<file path="src/include/preamp_pkg.sv">
// package: control word layout, gain codes and timing for the preamp serial port
package preamp_pkg;
   localparam int WORD_BITS = 16;
   // field positions inside the control word
   localparam int GAIN_LSB = 0;
   localparam int GAIN_BITS = 6;
   localparam int SERVO_DIS_POS = 6;
   localparam int CM_SERVO_POS = 7;
   localparam int ZC_EN_POS = 8;
   localparam int OR_SEL_POS = 9;
   localparam int GPO_LSB = 10;
   localparam int GPO_BITS = 4;
   // gain codes: 0 unity, 1..18 = 9dB..60dB in 3dB steps
   localparam logic [5:0] GAIN_UNITY = 6'h00;
   localparam logic [5:0] GAIN_MAX_CODE = 6'h12;
   // reset values
   localparam logic [15:0] WORD_RST = 16'h0000;
   localparam logic [5:0] GAIN_RST = 6'h00;
   // zero-cross detector timeout
   localparam int CLK_HZ = 100_000_000;
   localparam int ZC_TIMEOUT_MS = 16;
   localparam int ZC_TIMEOUT_CYC = ZC_TIMEOUT_MS * (CLK_HZ / 1000);

   typedef struct packed {
      logic [5:0] gain;
      logic servo_disable_bit;
      logic common_mode_servo_bit;
      logic zero_cross_enable_bit;
      logic or_threshold_sel;
      logic [3:0] general_outputs;
   } settings_t;
endpackage

</file>
<file path="src/rtl/preamp_serial_control_port.sv">
// preamp serial control port: shift register, word latch, gain switching and flags
// Operation
// - one 16-bit word loaded serially sets gain and every support function
// - gain code gives unity or 9dB to 60dB in 3dB steps
// - servo-disable bit at 1 turns the output dc servo off
// - one word bit switches the input common-mode servo on or off
// - zero-cross enable defers new gain until an input zero crossing
// - deferred gain is applied at the latest after a 16ms timeout
// - over-range output high while output exceeds the selected threshold
// - threshold select 0 picks 5.1 Vrms, 1 picks 4.0 Vrms
// - four general outputs follow their word bits
// - serial data output allows cascading devices
// - chip select is active low
// - over-range output is active high
// - word is committed on the rising edge of chip select
// - data in sampled on rising clock, data out shifted on falling clock
// - chip select high ignores clock and data, data out is high impedance
`timescale 1ns/1ns
module preamp_serial_control_port #(
   parameter int ZC_TIMEOUT = preamp_pkg::ZC_TIMEOUT_CYC
) (
   // clock and reset
   input wire logic ref_clk_i,
   input wire logic rst_i,
   // serial port pins
   input wire logic cs_n_i,
   input wire logic sclk_i,
   input wire logic sdi_i,
   output logic sdo_o,
   output logic sdo_oe_o,
   // analog-side status
   input wire logic zero_cross_i,
   input wire logic above_5v1_i,
   input wire logic above_4v0_i,
   // applied settings
   output logic [5:0] gain_o,
   output logic servo_off_o,
   output logic cm_servo_on_o,
   output logic zc_enable_o,
   output logic over_range_flag_o,
   output logic general_output_one_o,
   output logic general_output_two_o,
   output logic general_output_three_o,
   output logic general_output_four_o
);
   // ----------------------------------------
   // pin synchronisers
   // ----------------------------------------
   logic [1:0] cs_s_r, sclk_s_r, sdi_s_r, zc_s_r, a51_s_r, a40_s_r;
   logic cs_d_r, sclk_d_r;
   always_ff @(posedge ref_clk_i or posedge rst_i) begin
      if (rst_i) begin
         cs_s_r <= 2'h3;
         sclk_s_r <= 2'h0;
         sdi_s_r <= 2'h0;
         zc_s_r <= 2'h0;
         a51_s_r <= 2'h0;
         a40_s_r <= 2'h0;
         cs_d_r <= 1'h1;
         sclk_d_r <= 1'h0;
      end else begin
         cs_s_r <= {cs_s_r[0], cs_n_i};
         sclk_s_r <= {sclk_s_r[0], sclk_i};
         sdi_s_r <= {sdi_s_r[0], sdi_i};
         zc_s_r <= {zc_s_r[0], zero_cross_i};
         a51_s_r <= {a51_s_r[0], above_5v1_i};
         a40_s_r <= {a40_s_r[0], above_4v0_i};
         cs_d_r <= cs_s_r[1];
         sclk_d_r <= sclk_s_r[1];
      end
   end

   logic selected, sclk_rise, sclk_fall, cs_rise;
   assign selected = !cs_s_r[1];
   assign sclk_rise = selected && sclk_s_r[1] && !sclk_d_r;
   assign sclk_fall = selected && !sclk_s_r[1] && sclk_d_r;
   assign cs_rise = cs_s_r[1] && !cs_d_r;

   // ----------------------------------------
   // shift register and data out
   // ----------------------------------------
   logic [15:0] shift_r;
   always_ff @(posedge ref_clk_i or posedge rst_i) begin
      if (rst_i) begin
         shift_r <= preamp_pkg::WORD_RST;
      end else if (sclk_rise) begin
         shift_r <= {shift_r[14:0], sdi_s_r[1]};
      end
   end

   // msb leaves on the falling edge, so the chain sees the bit from 16 clocks back
   always_ff @(posedge ref_clk_i or posedge rst_i) begin
      if (rst_i) begin
         sdo_o <= 1'h0;
         sdo_oe_o <= 1'h0;
      end else begin
         sdo_oe_o <= selected;
         if (sclk_fall) begin
            sdo_o <= shift_r[15];
         end
      end
   end

   // ----------------------------------------
   // word latch
   // ----------------------------------------
   preamp_pkg::settings_t set_r;
   logic new_gain_r;
   always_ff @(posedge ref_clk_i or posedge rst_i) begin
      if (rst_i) begin
         set_r <= '0;
         new_gain_r <= 1'h0;
      end else begin
         new_gain_r <= 1'h0;
         if (cs_rise) begin
            set_r.gain <= shift_r[preamp_pkg::GAIN_LSB +: preamp_pkg::GAIN_BITS];
            set_r.servo_disable_bit <= shift_r[preamp_pkg::SERVO_DIS_POS];
            set_r.common_mode_servo_bit <= shift_r[preamp_pkg::CM_SERVO_POS];
            set_r.zero_cross_enable_bit <= shift_r[preamp_pkg::ZC_EN_POS];
            set_r.or_threshold_sel <= shift_r[preamp_pkg::OR_SEL_POS];
            set_r.general_outputs <= shift_r[preamp_pkg::GPO_LSB +: preamp_pkg::GPO_BITS];
            new_gain_r <= 1'h1;
         end
      end
   end

   // ----------------------------------------
   // gain switching
   // ----------------------------------------
   logic gain_ok;
   assign gain_ok = set_r.gain <= preamp_pkg::GAIN_MAX_CODE;
   logic pend_r;
   logic [5:0] pend_gain_r;
   logic [31:0] zc_cnt_r;
   always_ff @(posedge ref_clk_i or posedge rst_i) begin
      if (rst_i) begin
         gain_o <= preamp_pkg::GAIN_RST;
         pend_r <= 1'h0;
         pend_gain_r <= preamp_pkg::GAIN_RST;
         zc_cnt_r <= '0;
      end else if (new_gain_r && gain_ok && set_r.gain != gain_o) begin
         if (set_r.zero_cross_enable_bit) begin
            pend_r <= 1'h1;
            pend_gain_r <= set_r.gain;
            zc_cnt_r <= '0;
         end else begin
            gain_o <= set_r.gain;
            pend_r <= 1'h0;
         end
      end else if (pend_r) begin
         if (zc_s_r[1] || zc_cnt_r >= 32'(ZC_TIMEOUT - 1)) begin
            gain_o <= pend_gain_r;
            pend_r <= 1'h0;
         end else begin
            zc_cnt_r <= zc_cnt_r + 32'h1;
         end
      end
   end

   // ----------------------------------------
   // control outputs and over-range
   // ----------------------------------------
   always_ff @(posedge ref_clk_i or posedge rst_i) begin
      if (rst_i) begin
         servo_off_o <= 1'h0;
         cm_servo_on_o <= 1'h0;
         zc_enable_o <= 1'h0;
         over_range_flag_o <= 1'h0;
         general_output_one_o <= 1'h0;
         general_output_two_o <= 1'h0;
         general_output_three_o <= 1'h0;
         general_output_four_o <= 1'h0;
      end else begin
         servo_off_o <= set_r.servo_disable_bit;
         cm_servo_on_o <= set_r.common_mode_servo_bit;
         zc_enable_o <= set_r.zero_cross_enable_bit;
         over_range_flag_o <= set_r.or_threshold_sel ? a40_s_r[1] : a51_s_r[1];
         general_output_one_o <= set_r.general_outputs[0];
         general_output_two_o <= set_r.general_outputs[1];
         general_output_three_o <= set_r.general_outputs[2];
         general_output_four_o <= set_r.general_outputs[3];
      end
   end
endmodule

</file>
<file path="config.mk">
export PLATFORM = sky130hd
export DESIGN_NAME = preamp_serial_control_port
export DESIGN_NICKNAME = d
export VERILOG_FILES = /design/src/include/preamp_pkg.sv /design/src/rtl/preamp_serial_control_port.sv
export SDC_FILE = /design/constraint.sdc
export NUM_CORES = 1
export LEC_CHECK = 0
export BUFFER_PORTS_ARGS = -buffer_cell sky130_fd_sc_hd__buf_4
export CORE_MARGIN = 2
export CORE_UTILIZATION = 34
export DETAILED_ROUTE_END_ITERATION = 6
export PLACE_DENSITY = 0.51
export SLEW_MARGIN = 30
export SYNTH_ARGS = -nofsm -noshare
export SYNTH_HDL_FRONTEND = slang
export SYNTH_SLANG_ARGS = --single-unit
</file>
<file path="constraint.sdc">
create_clock -name ref_clk_i -period 8.14 [get_ports ref_clk_i]
set_input_delay 0.814 -clock ref_clk_i [delete_from_list [all_inputs] [get_ports ref_clk_i]]
set_output_delay 0.814 -clock ref_clk_i [all_outputs]
set_load 0.005 [all_outputs]
</file>
---- After elaboration in Yosys (flattened, before gate mapping) ----
Index checks and enable logic that the tools add are counted.
operators by class
  reduce and logical (&&, ||, !) cells .... 17
  $add $sub $neg .......................... 1
  shift operators ......................... 0
  divide/modulo/power cells ............... 0
  $mul .................................... 0
  bitwise logic cells ..................... 0
  equality and inequality tests ........... 4
  multiplexer cells ....................... 14
  $lt $le $gt $ge ......................... 2
operators by type and width
  kind                                                             count
  two-way mux 32 bit                                               4
  adder 32 x 1 -> 32 bit (second input constant)                   1
  >= comparator 32 x 21 -> 1 bit (second input constant)           1
  two-way mux 6 bit                                                4
  logical AND 1 bit                                                7
  less-or-equal comparator 6 x 5 -> 1 bit (second input constant)  1
  two-way mux 1 bit                                                6
  inequality test 2 bit (second input constant)                    3
  inequality test 6 bit                                            1
  AND reduction 3 bit                                              2
  zero test 1 bit                                                  4
  nonzero test 2 bit                                               2
  AND reduction 2 bit                                              1
  logical OR 1 bit                                                 1
word-level totals
  bits in read-only memories .............. 0
  RAM bits ................................ 0
  memories ................................ 0
  register bits after elaboration ......... 100
  logic and storage cells ................. 68
  bits in latches ......................... 0

---- Longest topological paths before layout ----
Gate-level depths: netlist of run 1.
  depth after elaboration ................. 5
  depth in mapped cells ................... 7

---- Worst setup path before layout of run 1 ----
No wires, ideal clock.
  kind .................................... register to register
  from .................................... reg zc_cnt_r[21]
  to ...................................... reg zc_cnt_r[5]
  setup slack ............................. 6.189 ns
  library setup time ...................... 0.079 ns
  path buffers ............................ 1
  arrival ................................. 1.871 ns
  period minus slack after synthesis ...... 1.951 ns
  cell stages (with the launch flop) ...... 7
  cell sequence ........................... dfrtp_1 -> or4_4 -> nor3_4 -> o211ai_4 -> buf_6 -> nor4_1 -> mux2i_1
on the way
  longest elaborated chain between the ends .. 4
ends and longest elaborated chain
  item                                    RTL line                           text
  from (decl)                             preamp_serial_control_port.sv:134  logic [31:0] zc_cnt_r;
  from (signal assigned)                  preamp_serial_control_port.sv:155  zc_cnt_r <= zc_cnt_r + 32'h1;
  >= comparator 32 x 21 -> 1 bit          preamp_serial_control_port.sv:151  if (zc_s_r[1] || zc_cnt_r >= 32'(ZC_TIMEOUT - 1)) begin
  logical OR 1 bit                        preamp_serial_control_port.sv:151
  inequality test 2 bit (no source line)  --
  AND reduction 3 bit (no source line)    --
Every way passes these cells.
A chain may end at the register's enable or synchronous reset.

---- Worst setup path after layout of run 1 ----
  from .................................... reg set_r[9] in the netlist's numbering
  to ...................................... reg zc_cnt_r[21]
on the way
  longest elaborated chain between the ends .. 5
ends and longest elaborated chain
  item                                                                                 RTL line                           text
  from (decl)                                                                          preamp_serial_control_port.sv:107  preamp_pkg::settings_t set_r;
  less-or-equal comparator 6 x 5 -> 1 bit                                              preamp_serial_control_port.sv:131  assign gain_ok = set_r.gain <= preamp_pkg::GAIN_MAX_CODE;
  logical AND 1 bit                                                                    preamp_serial_control_port.sv:141  end else if (new_gain_r && gain_ok && set_r.gain != gain_o) begin
  logical AND 1 bit (*)                                                                preamp_serial_control_port.sv:141
  inequality test 2 bit (no source line) / nonzero test 2 bit (equally long branches)  --
  AND reduction 3 bit (no source line)                                                 --
Mark *: on every way between the ends. The rest lies on a longest branch, timed or not.

==> results.sh, run 1 <==
export IMPL_cts_tree="built"
export IMPL_chipHeight_um=114
export IMPL_timing_fmax_mhz=408
export IMPL_syn_inst=317
export IMPL_grt_antenna_before_repair=0
export IMPL_worstSkewPairLatency_ps=350
export IMPL_reg2reg_slack_ps=5690
export IMPL_synth_area_leaders="dfrtp_1 59%, mux2_2 9.8%, mux2i_1 3.4%, nand2_1 2.3%, and2_1 2.1%"
export IMPL_wl_mm=7.37
export IMPL_io_pin_count=24
export IMPL_r2r_start="set_r[9]"
export IMPL_worst_pin_slew_ps=843
export IMPL_hold_path_startpoint="a51_s_r[0]"
export IMPL_power_density_nw_per_um2=257
export IMPL_grt_max_degree=58
export IMPL_min_period_over_period_pct=30.1
export IMPL_synthArstFlopShare_pct=100
export IMPL_first_global_vias=2386
export IMPL_cts_max_level=3
export IMPL_syn2layout_area_growth_pct=14.9
export IMPL_p_leak_nw=2.22
export IMPL_hold_end="a51_s_r[1]"
export IMPL_synth_edf_count=0
export IMPL_rsz0062_at_grt="no"
export IMPL_worst_ep_arrival_time_ps=2740
export IMPL_yosysMostFrequentCell="dfrtp_1"
export IMPL_yosysTopAreaCellShare_pct=58.9
export IMPL_grt_pass1_wl_mm=12.8
export IMPL_max_vdd_ir_drop_mv=0.241
export IMPL_critPathLaunchType="flop"
export IMPL_start_util_pct=34.6
export IMPL_clock_sinks=100
export IMPL_numPortBuffers=23
export IMPL_core_sq_um=11900
export IMPL_cts_root_buf="clkbuf_16"
export IMPL_fin_ws_ps=5690
export IMPL_finClkSkew_ps=9.08
export IMPL_finalCriticalPeriod_ps=2450
export IMPL_pre_cts_slack_ps=5720
export IMPL_die_area_sq_um=13000
export IMPL_hold_depth=0
export IMPL_cts_resized=0
export IMPL_drc=0
export IMPL_wire_per_inst_um=14.9
export IMPL_hpwl_mm=4.80
export IMPL_ys_top_cells_by_count="97 x dfrtp_1, 36 x mux2_2, 25 x nand2_1"
export IMPL_slew_violations=0
export IMPL_syn_avg_cell_area_sq_um=13.0
export IMPL_hold_buffers=0
export IMPL_row_count=40
export IMPL_drt_iter0_markers=101
export IMPL_holdCritPathClass="flop to flop"
export IMPL_final_hold_violation_count=0
export IMPL_route_vias_total=2474
export IMPL_yosys_area_top_type="dfrtp_1"
export IMPL_seq_area_frac_synth_pct=60.8
export IMPL_grt_ovfl_total=0
export IMPL_status="completed"
export IMPL_max_cap_violations=0
export IMPL_syn_cell_area_sq_um=4120
export IMPL_dieWidth_um=114
export IMPL_r2r_worst_path_cells=5
export IMPL_setup_viol=0
export IMPL_ys_ff_latch=100
export IMPL_nNetsFinal=351
export IMPL_routabilityCongestion=0.821
export IMPL_cp_end_kind="flop"
export IMPL_postCtsSetupBuffers=0
export IMPL_max_slew_margin_pct=43.8
export IMPL_vias_per_cell=5.01
export IMPL_path_max_fanout=22
export IMPL_synth_nets=326
export IMPL_cp_required_ps=8430
export IMPL_diodes=0
export IMPL_cts_buffers=9
export IMPL_clockBufferDepth=2
export IMPL_crit_type="flop to flop"
export IMPL_synth_main_ff_cell="dfrtp_1"
export IMPL_yosysWarnings=0
export IMPL_layout_drive_gt1_share_pct=27.4
export IMPL_clk_transition_reported_paths_ps=70
export IMPL_finalSetupTns_ps=0
export IMPL_grt_usage_pct=12.9
export IMPL_antenna_left=0
export IMPL_synthDistinctLibCells=51
export IMPL_r2r_end="zc_cnt_r[21]"
export IMPL_first_pass_iters=4
-- sequential cells by signal, indices dropped and copies added, names as in the netlist, 2 cells and up --
name         count
zc_cnt_r        32
shift_r         16
set_r           14
gain_o           6
pend_gain_r      6
a40_s_r          2
a51_s_r          2
cs_s_r           2
sclk_s_r         2
sdi_s_r          2
zc_s_r           2
-- cell type report --
type	instances	area (sq um)
Inverter	17	66.3
Fill cell	1138	7180
Timing Repair Buffer	28	210
Multi-Input combinational cell	186	1470
Clock inverter	3	26.3
Clock buffer	13	270
Tap cell	147	184
Sequential cell	100	2510
-- where the power goes --
| group | switching [mW] | internal, mW |
|---|---|---|
| Combinational | 0.0822 | 0.0977 |
| Clock | 0.185 | 0.235 |
| Sequential | 0.0555 | 0.562 |
| Total | 0.323 | 0.895 |
-- metal layers --
metal	global-route usage [%]	vias up	routed length, um
met5	0	-	0
met4	4.80	0	134
met3	4.71	9	294
met2	18.1	34	3280
met1	18.1	1245	3660
li1	-	1186	-
-- how the worst max path moves through the flow --
stage,from,slack (ps),to,cells after the start
5_1_grt,zc_cnt_r[9],5560,zc_cnt_r[4],5
2_1_floorplan,rst_i,4710,a40_s_r[0],1
3_3_place_gp,zc_cnt_r[21],5720,gain_o[3],5
6_report,set_r[9],5690,zc_cnt_r[21],5
4_1_cts,set_r[9],5690,zc_cnt_r[21],5
3_5_place_dp,set_r[9],5720,zc_cnt_r[21],5
-- cell families (layout without fill, tap and decap cells) --
kind of cell | after synthesis | count (layout) | share of synthesized area (%)
adder cells (fa/ha/maj) | 1 | 1 | 0.304
buffers and inverters | 31 | 61 | 3.61
AND/OR/NAND/NOR | 97 | 97 | 13.8
AO/OA/AOI/OAI | 33 | 33 | 7.20
flip-flops | 100 | 100 | 60.8
XOR/XNOR | 5 | 5 | 1.06
multiplexers | 50 | 50 | 13.2
-- worst max-delay path: stages, from the launching register on --
cell	delay, ps
dfrtp_1	430
a211o_1	310
a21oi_1	320
o21a_1	740
o21a_1	400
and2_2	190
-- stage by stage --
stage / instance area (sq um) / instances / hold slack [ps] / util, % / total power, mW
CTS: 4730 / 494 / 351 / 39.7 / 1.24
detailed placement: 4440 / 478 / 337 / 37.2 / 0.810
finish: 4730 / 494 / 353 / 39.7 / 1.22
global placement: 4440 / 478 / 335 / 37.2 / 0.807
global route: 4730 / 494 / 360 / 39.7 / 1.29
floorplan: 4120 / 317 / 331 / - / 0.740
-- layout by cell type (no fill, tap or decap), types with 2 or more instances in the layout --
| cell | count |
|---|---|
| clkbuf_8 | 3 |
| a211o_1 | 4 |
| nand2_1 | 25 |
| inv_6 | 2 |
| or4_1 | 2 |
| nor4_2 | 2 |
| and3_1 | 2 |
| o211a_1 | 5 |
| a221oi_1 | 5 |
| nand3_1 | 6 |
| nor2_1 | 4 |
| dfrtp_1 | 97 |
| mux2i_1 | 14 |
| o21ai_0 | 2 |
| and4_1 | 2 |
| xnor2_1 | 5 |
| dfstp_2 | 3 |
| buf_4 | 28 |
| nand4_1 | 5 |
| clkbuf_16 | 9 |
| o21a_1 | 3 |
| and2_1 | 14 |
| nor4_1 | 8 |
| mux2_2 | 36 |
| nor3_1 | 16 |
| inv_1 | 16 |
| a21o_1 | 2 |
Power figures use the tool's default switching activity.
==> run 2, diff against run 1 <==
- PLACE_DENSITY: 0.51 -> 0.52
- clock period: 8.14 -> 2.1 ns (I/O delays scaled with it)
==> run 2 against run 1 <==
Compared with the run above: critical path depth grew 2; die area is the same; final area grew 9.9%; routed wire length grew 5.1%; global-route usage grew 0.53 points; non-clock buffer count grew 39; clock-buffer cell count shrank 4; sequential share of layout area shrank 4.8 points; total power grew to 4.0 times the previous value; sequential power grew to 3.9 times the previous value; utilization grew 3.9 points; worst hold slack is essentially flat.
==> results.sh, run 2 (synthesis results as in run 1) <==
export IMPL_status="completed"
export IMPL_cp_num_buf_inv=2
export IMPL_holdCritPathClass="flop to flop"
export IMPL_crit_type="flop to flop"
export IMPL_wire_per_inst_um=14.5
export IMPL_diodes=0
export IMPL_max_cap_violations=0
export IMPL_seqCellArea_sq_um=2510
export IMPL_layout_drive_gt1_share_pct=36.3
export IMPL_combPwrFrac_pct=17.3
export IMPL_finalNonFillerCells=533
export IMPL_setup_viol=0
export IMPL_finClkSkew_ps=7.22
export IMPL_holdWs_ps=353
export IMPL_worstSkewPairLatency_ps=350
export IMPL_cp_end_kind="flop"
export IMPL_rsz0062_at_grt="yes"
export IMPL_dieWidth_um=114
export IMPL_finalPower_mw=4.85
export IMPL_power_density_nw_per_um2=932
export IMPL_min_period_over_period_pct=99.2
export IMPL_wl_mm=7.74
export IMPL_start_util_pct=34.6
export IMPL_finalCriticalPeriod_ps=2080
export IMPL_layout_commonest_cell="dfrtp_1"
export IMPL_fin_ws_ps=17.5
export IMPL_clkPwrFrac_pct=33.5
export IMPL_worst_ep_arrival_time_ps=2360
export IMPL_cts_buffers=9
export IMPL_multi_input_area_sq_um=1560
export IMPL_route_vias_total=2647
export IMPL_dp_cells=507
export IMPL_cts_root_buf="clkbuf_16"
export IMPL_clock_sinks=100
export IMPL_p_leak_nw=2.44
export IMPL_internal_power_mw=3.49
export IMPL_max_slew_margin_pct=52.6
export IMPL_worst_pin_slew_ps=709
export IMPL_grt_ovfl_total=0
export IMPL_top_register="zc_cnt_r"
export IMPL_grt_usage_pct=13.4
export IMPL_largest_reg_flops=32
export IMPL_clockBufferDepth=2
export IMPL_die_area_sq_um=13000
export IMPL_final_hold_violation_count=0
export IMPL_cts_tree="built"
export IMPL_cp_required_ps=2370
export IMPL_critPathLaunchType="flop"
export IMPL_sw_frac_of_total_pct=28.0
export IMPL_io_pin_count=24
export IMPL_row_count=40
export IMPL_numPortBuffers=23
export IMPL_core_sq_um=11900
export IMPL_antenna_left=0
export IMPL_final_cell_mix="97 x dfrtp_1, 53 x buf_4, 36 x mux2_2"
export IMPL_pre_cts_slack_ps=-41.8
export IMPL_cts_max_level=3
export IMPL_reg_top3="zc_cnt_r x32, shift_r x16, set_r x14"
export IMPL_grt_max_degree=34
export IMPL_crit_top_cell="buf_4"
export IMPL_max_vdd_ir_drop_mv=0.641
export IMPL_clk_transition_reported_paths_ps=70
export IMPL_finalSetupTns_ps=0
export IMPL_hpwl_mm=5.30
export IMPL_p_seq_share_pct=49.2
export IMPL_vias_per_cell=4.97
export IMPL_timing_fmax_mhz=480
export IMPL_chipHeight_um=114
export IMPL_grt_antenna_before_repair=0
export IMPL_crit_path_cell_trace="or4_4, nor3_4, o211ai_4, buf_4, buf_4, nor3_2, mux2i_1"
export IMPL_first_global_vias=2782
export IMPL_critPathSlowestCell="or4_4"
export IMPL_syn2layout_area_growth_pct=26.3
export IMPL_drt_iter0_markers=122
export IMPL_routabilityCongestion=0.806
export IMPL_p_sw_mw=1.36
export IMPL_path_max_fanout=8
export IMPL_slew_violations=0
export IMPL_crit_family="simple AND/OR/NAND/NOR gates"
export IMPL_first_pass_iters=4
export IMPL_max_stage_delay_ps=550
export IMPL_grt_pass1_wl_mm=13.5
export IMPL_nNetsFinal=390
export IMPL_filler_cell_count=1102
export IMPL_drc=0
## run 2: changes by cell type in the layout (fill, tap and decap cells not counted), moves of 4 or more
| cell | previous run | this run |
|---|---|---|
| nor3_1 | 16 | 12 |
| buf_4 | 28 | 53 |
| buf_12 | 0 | 6 |
| dlygate4sd3_1 | 0 | 7 |
| inv_8 | 0 | 4 |
## run 2: worst paths after layout
kind	from	endpoint	slack (ps)	depth (start not counted)
worst max-delay path	zc_cnt_r[21]	zc_cnt_r[17]	20	7
worst min-delay path	zc_s_r[0]	zc_s_r[1]	350	0
worst max register to register	zc_cnt_r[21]	zc_cnt_r[17]	20	7
worst min register to register	zc_s_r[0]	zc_s_r[1]	350	0
max in group asynchronous	rst_i	cs_d_r	980	4
min in group asynchronous	rst_i	shift_r[6]	530	3
## run 2: area by class of cell
cell class | instances | area share [%]
clock buffer | 9 | 4.33
clock inverter | 7 | 1.23
inverter | 17 | 1.30
multi-input combinational | 186 | 29.9
sequential | 100 | 48.2
tap | 147 | 3.53
timing repair buffer | 67 | 11.5
## run 2: per-stage QoR
stage               util [%]  area [sq um]
floorplan                  -          4120
global placement        39.7          4730
detailed placement      39.7          4730
CTS                     43.1          5140
global route            43.7          5200
finish                  43.7          5200
## run 2: per-layer routing
metal / up-vias / GRT usage [%] / wire [um]
li1: 1261 / - / -
met1: 1327 / 16.9 / 3560
met2: 44 / 21.1 / 3680
met3: 15 / 4.55 / 348
met4: 0 / 5.69 / 150
met5: - / 0 / 0
## run 2: timing repair
item                                    CTS  global route
pin swaps                                 1             1
buffers inserted                          1             2
endpoints found under the hold margin    13             0
endpoints found under the setup margin   10            21
hold buffers                              7             0
gates resized for setup                   7            11
## run 2: power groups by stage
| stage | clock network (mW) | registers (mW) | logic (mW) |
|---|---|---|---|
| after floorplan | 0 | 2.37 | 0.500 |
| after global placement | 0 | 2.42 | 0.800 |
| after detailed placement | 0 | 2.43 | 0.817 |
| after CTS | 1.68 | 2.39 | 0.839 |
| after global routing | 1.77 | 2.43 | 0.918 |
| final | 1.62 | 2.39 | 0.839 |
==> run 3, diff against run 2 <==
- SETUP_SLACK_MARGIN: not set -> 0.15
==> run 3 against run 2 <==
Compared with the run above: the run now ends with setup timing left; via count up 3.9%; worst setup slack worse by 64 ps; routed wire length up 9.3%; worst hold slack about the same; combinational power up 14%; final area up 7.6%; fmax down 3.0%; critical path type unchanged; largest cell class unchanged; largest power group unchanged.
==> results.sh, run 3 (synthesis results as in run 1) <==
export IMPL_status="finished with violations"
export IMPL_violations="setup timing"
export IMPL_cp_startpoint="zc_cnt_r[21]"
export IMPL_row_count=40
export IMPL_clockBufferDepth=2
export IMPL_cts_root_buf="clkbuf_16"
export IMPL_holdCritPathClass="flop to flop"
export IMPL_io_pin_count=24
export IMPL_max_vdd_ir_drop_mv=0.643
export IMPL_cts_tree="built"
export IMPL_final_hold_violation_count=0
export IMPL_routabilityCongestion=0.806
export IMPL_dieWidth_um=114
export IMPL_largest_reg_flops=32
export IMPL_drt_iter0_markers=85
export IMPL_max_stage_delay_ps=560
export IMPL_use_met1_pct=17.0
export IMPL_route_vias_total=2751
export IMPL_p_sw_mw=1.44
export IMPL_cts_buffers=9
export IMPL_max_slew_margin_pct=51.6
export IMPL_hold_end="zc_s_r[1]"
export IMPL_holdWs_ps=353
export IMPL_reg_top3="zc_cnt_r x32, shift_r x16, set_r x14"
export IMPL_wl_mm=8.46
export IMPL_clkPwrFrac_pct=32.7
export IMPL_first_pass_iters=4
export IMPL_grt_max_degree=34
export IMPL_final_cell_mix="92 x dfrtp_1, 59 x buf_4, 36 x mux2_2"
export IMPL_worstSkewPairLatency_ps=350
export IMPL_layout_drive_gt1_share_pct=46.4
export IMPL_p_leak_nw=2.57
export IMPL_hold_depth=0
export IMPL_crit_type="flop to flop"
export IMPL_r2r_end="zc_cnt_r[4]"
export IMPL_use_met2_pct=21.3
export IMPL_clk_transition_reported_paths_ps=70
export IMPL_clock_sinks=100
export IMPL_r2r_start="zc_cnt_r[21]"
export IMPL_grt_antenna_before_repair=0
export IMPL_slew_violations=0
export IMPL_pre_cts_slack_ps=-41.8
export IMPL_cp_required_ps=2370
export IMPL_die_area_sq_um=13000
export IMPL_setup_viol=8
export IMPL_worst_pin_slew_ps=724
export IMPL_rsz0062_at_grt="yes"
export IMPL_power_density_nw_per_um2=888
export IMPL_reg2reg_slack_ps=-50
export IMPL_p_seq_share_pct=48.1
export IMPL_r2r_worst_path_cells=7
export IMPL_path_max_fanout=6
export IMPL_core_sq_um=11900
export IMPL_timing_fmax_mhz=466
export IMPL_cp_end_kind="flop"
export IMPL_worst_ep_arrival_time_ps=2420
export IMPL_layout_commonest_cell="dfrtp_1"
export IMPL_vias_per_cell=5.02
export IMPL_hpwl_mm=5.30
export IMPL_finClkSkew_ps=7.65
export IMPL_critPathLaunchType="flop"
export IMPL_nNetsFinal=405
export IMPL_internal_power_mw=3.54
export IMPL_grt_busiest_layer="met2"
export IMPL_critPathSlowestCell="or4_4"
export IMPL_cts_max_level=3
export IMPL_numPortBuffers=23
export IMPL_diodes=0
export IMPL_grt_util_met3_pct=4.55
export IMPL_combPwrFrac_pct=19.2
export IMPL_grt_usage_pct=13.5
export IMPL_top_register="zc_cnt_r"
export IMPL_antenna_left=0
export IMPL_grt_ovfl_total=0
export IMPL_first_global_vias=2791
export IMPL_grt_pass1_wl_mm=13.6
export IMPL_wire_per_inst_um=15.4
export IMPL_chipHeight_um=114
export IMPL_filler_cell_count=1072
export IMPL_start_util_pct=34.6
export IMPL_min_period_over_period_pct=102
export IMPL_syn2layout_area_growth_pct=35.9
export IMPL_drc=0
export IMPL_crit_path_cell_trace="or4_4, nor3_4, o211ai_4, buf_12, buf_4, nor4b_4, mux2i_1"
export IMPL_hold_path_startpoint="zc_s_r[0]"
export IMPL_sw_frac_of_total_pct=28.9
export IMPL_fin_ws_ps=-46.3
export IMPL_finalCriticalPeriod_ps=2150
export IMPL_max_cap_violations=0
run 3: cell types whose count changed in the layout (fill, tap and decap cells not counted), sizes merged:
cell / change
clkinv: +1
inv: -1
buf: +14
clkbuf: +1
run 3: area by class of cell:
| class | instances | area [sq um] | share of cell area, % |
|---|---|---|---|
| multi-input combinational | 186 | 1780 | 31.8 |
| clock buffer | 9 | 225 | 4.02 |
| tap | 147 | 184 | 3.28 |
| timing repair buffer | 82 | 759 | 13.6 |
| clock inverter | 7 | 63.8 | 1.14 |
| sequential | 100 | 2510 | 44.9 |
| inverter | 17 | 72.6 | 1.30 |
run 3: worst max-delay path, delay by kind of cell (launching register included):
family	cells	cell delay, ps
compound gates	1	140
simple gates	3	1050
mux	1	210
buf+inv	2	290
flops	1	380
run 3: timing repair:
action | 4_1_cts | 5_1_grt
hold buffers | 7 | 0
resized for setup | 17 | 61
endpoints found under the setup margin | 28 | 42
hold endpoints to repair | 13 | 0
gates cloned | 0 | 1
pin swaps | 1 | 20
setup buffers | 2 | 15
run 3: worst max path at each step:
| stage | endpoint | slack [ps] | cells after the start |
|---|---|---|---|
| CTS | zc_cnt_r[10] | 2 | 7 |
| floorplan | zc_cnt_r[5] | 150 | 6 |
| detailed placement | zc_cnt_r[10] | -40 | 7 |
| global route | zc_cnt_r[4] | -170 | 7 |
| finish | zc_cnt_r[4] | -50 | 7 |
| global placement | zc_cnt_r[4] | -30 | 6 |
run 3: power groups by stage:
stage | clock network (mW) | registers, mW | logic (mW)
after floorplan | 0 | 2.37 | 0.500
after detailed placement | 0 | 2.43 | 0.817
after global placement | 0 | 2.42 | 0.800
after CTS | 1.68 | 2.39 | 0.852
after global routing | 1.78 | 2.43 | 1.03
final | 1.63 | 2.39 | 0.953
run 3: layer usage:
| layer | vias to the layer above | wire length (um) |
|---|---|---|
| met3 | 14 | 294 |
| met2 | 32 | 4300 |
| met1 | 1408 | 3710 |
| li1 | 1297 | - |
| met4 | 0 | 150 |
| met5 | - | 0 |
run 3: per-stage QoR:
stage / cells / utilization [%] / power [mW] / area, sq um / TNS, ps
global placement: 507 / 39.7 / 3.22 / 4730 / -35.0
detailed placement: 507 / 39.7 / 3.24 / 4730 / -216
global route: 548 / 47.0 / 5.24 / 5600 / -1580
CTS: 532 / 43.5 / 4.93 / 5180 / 0
floorplan: 317 / - / 2.87 / 4120 / 0
finish: 548 / 47.0 / 4.98 / 5600 / -169
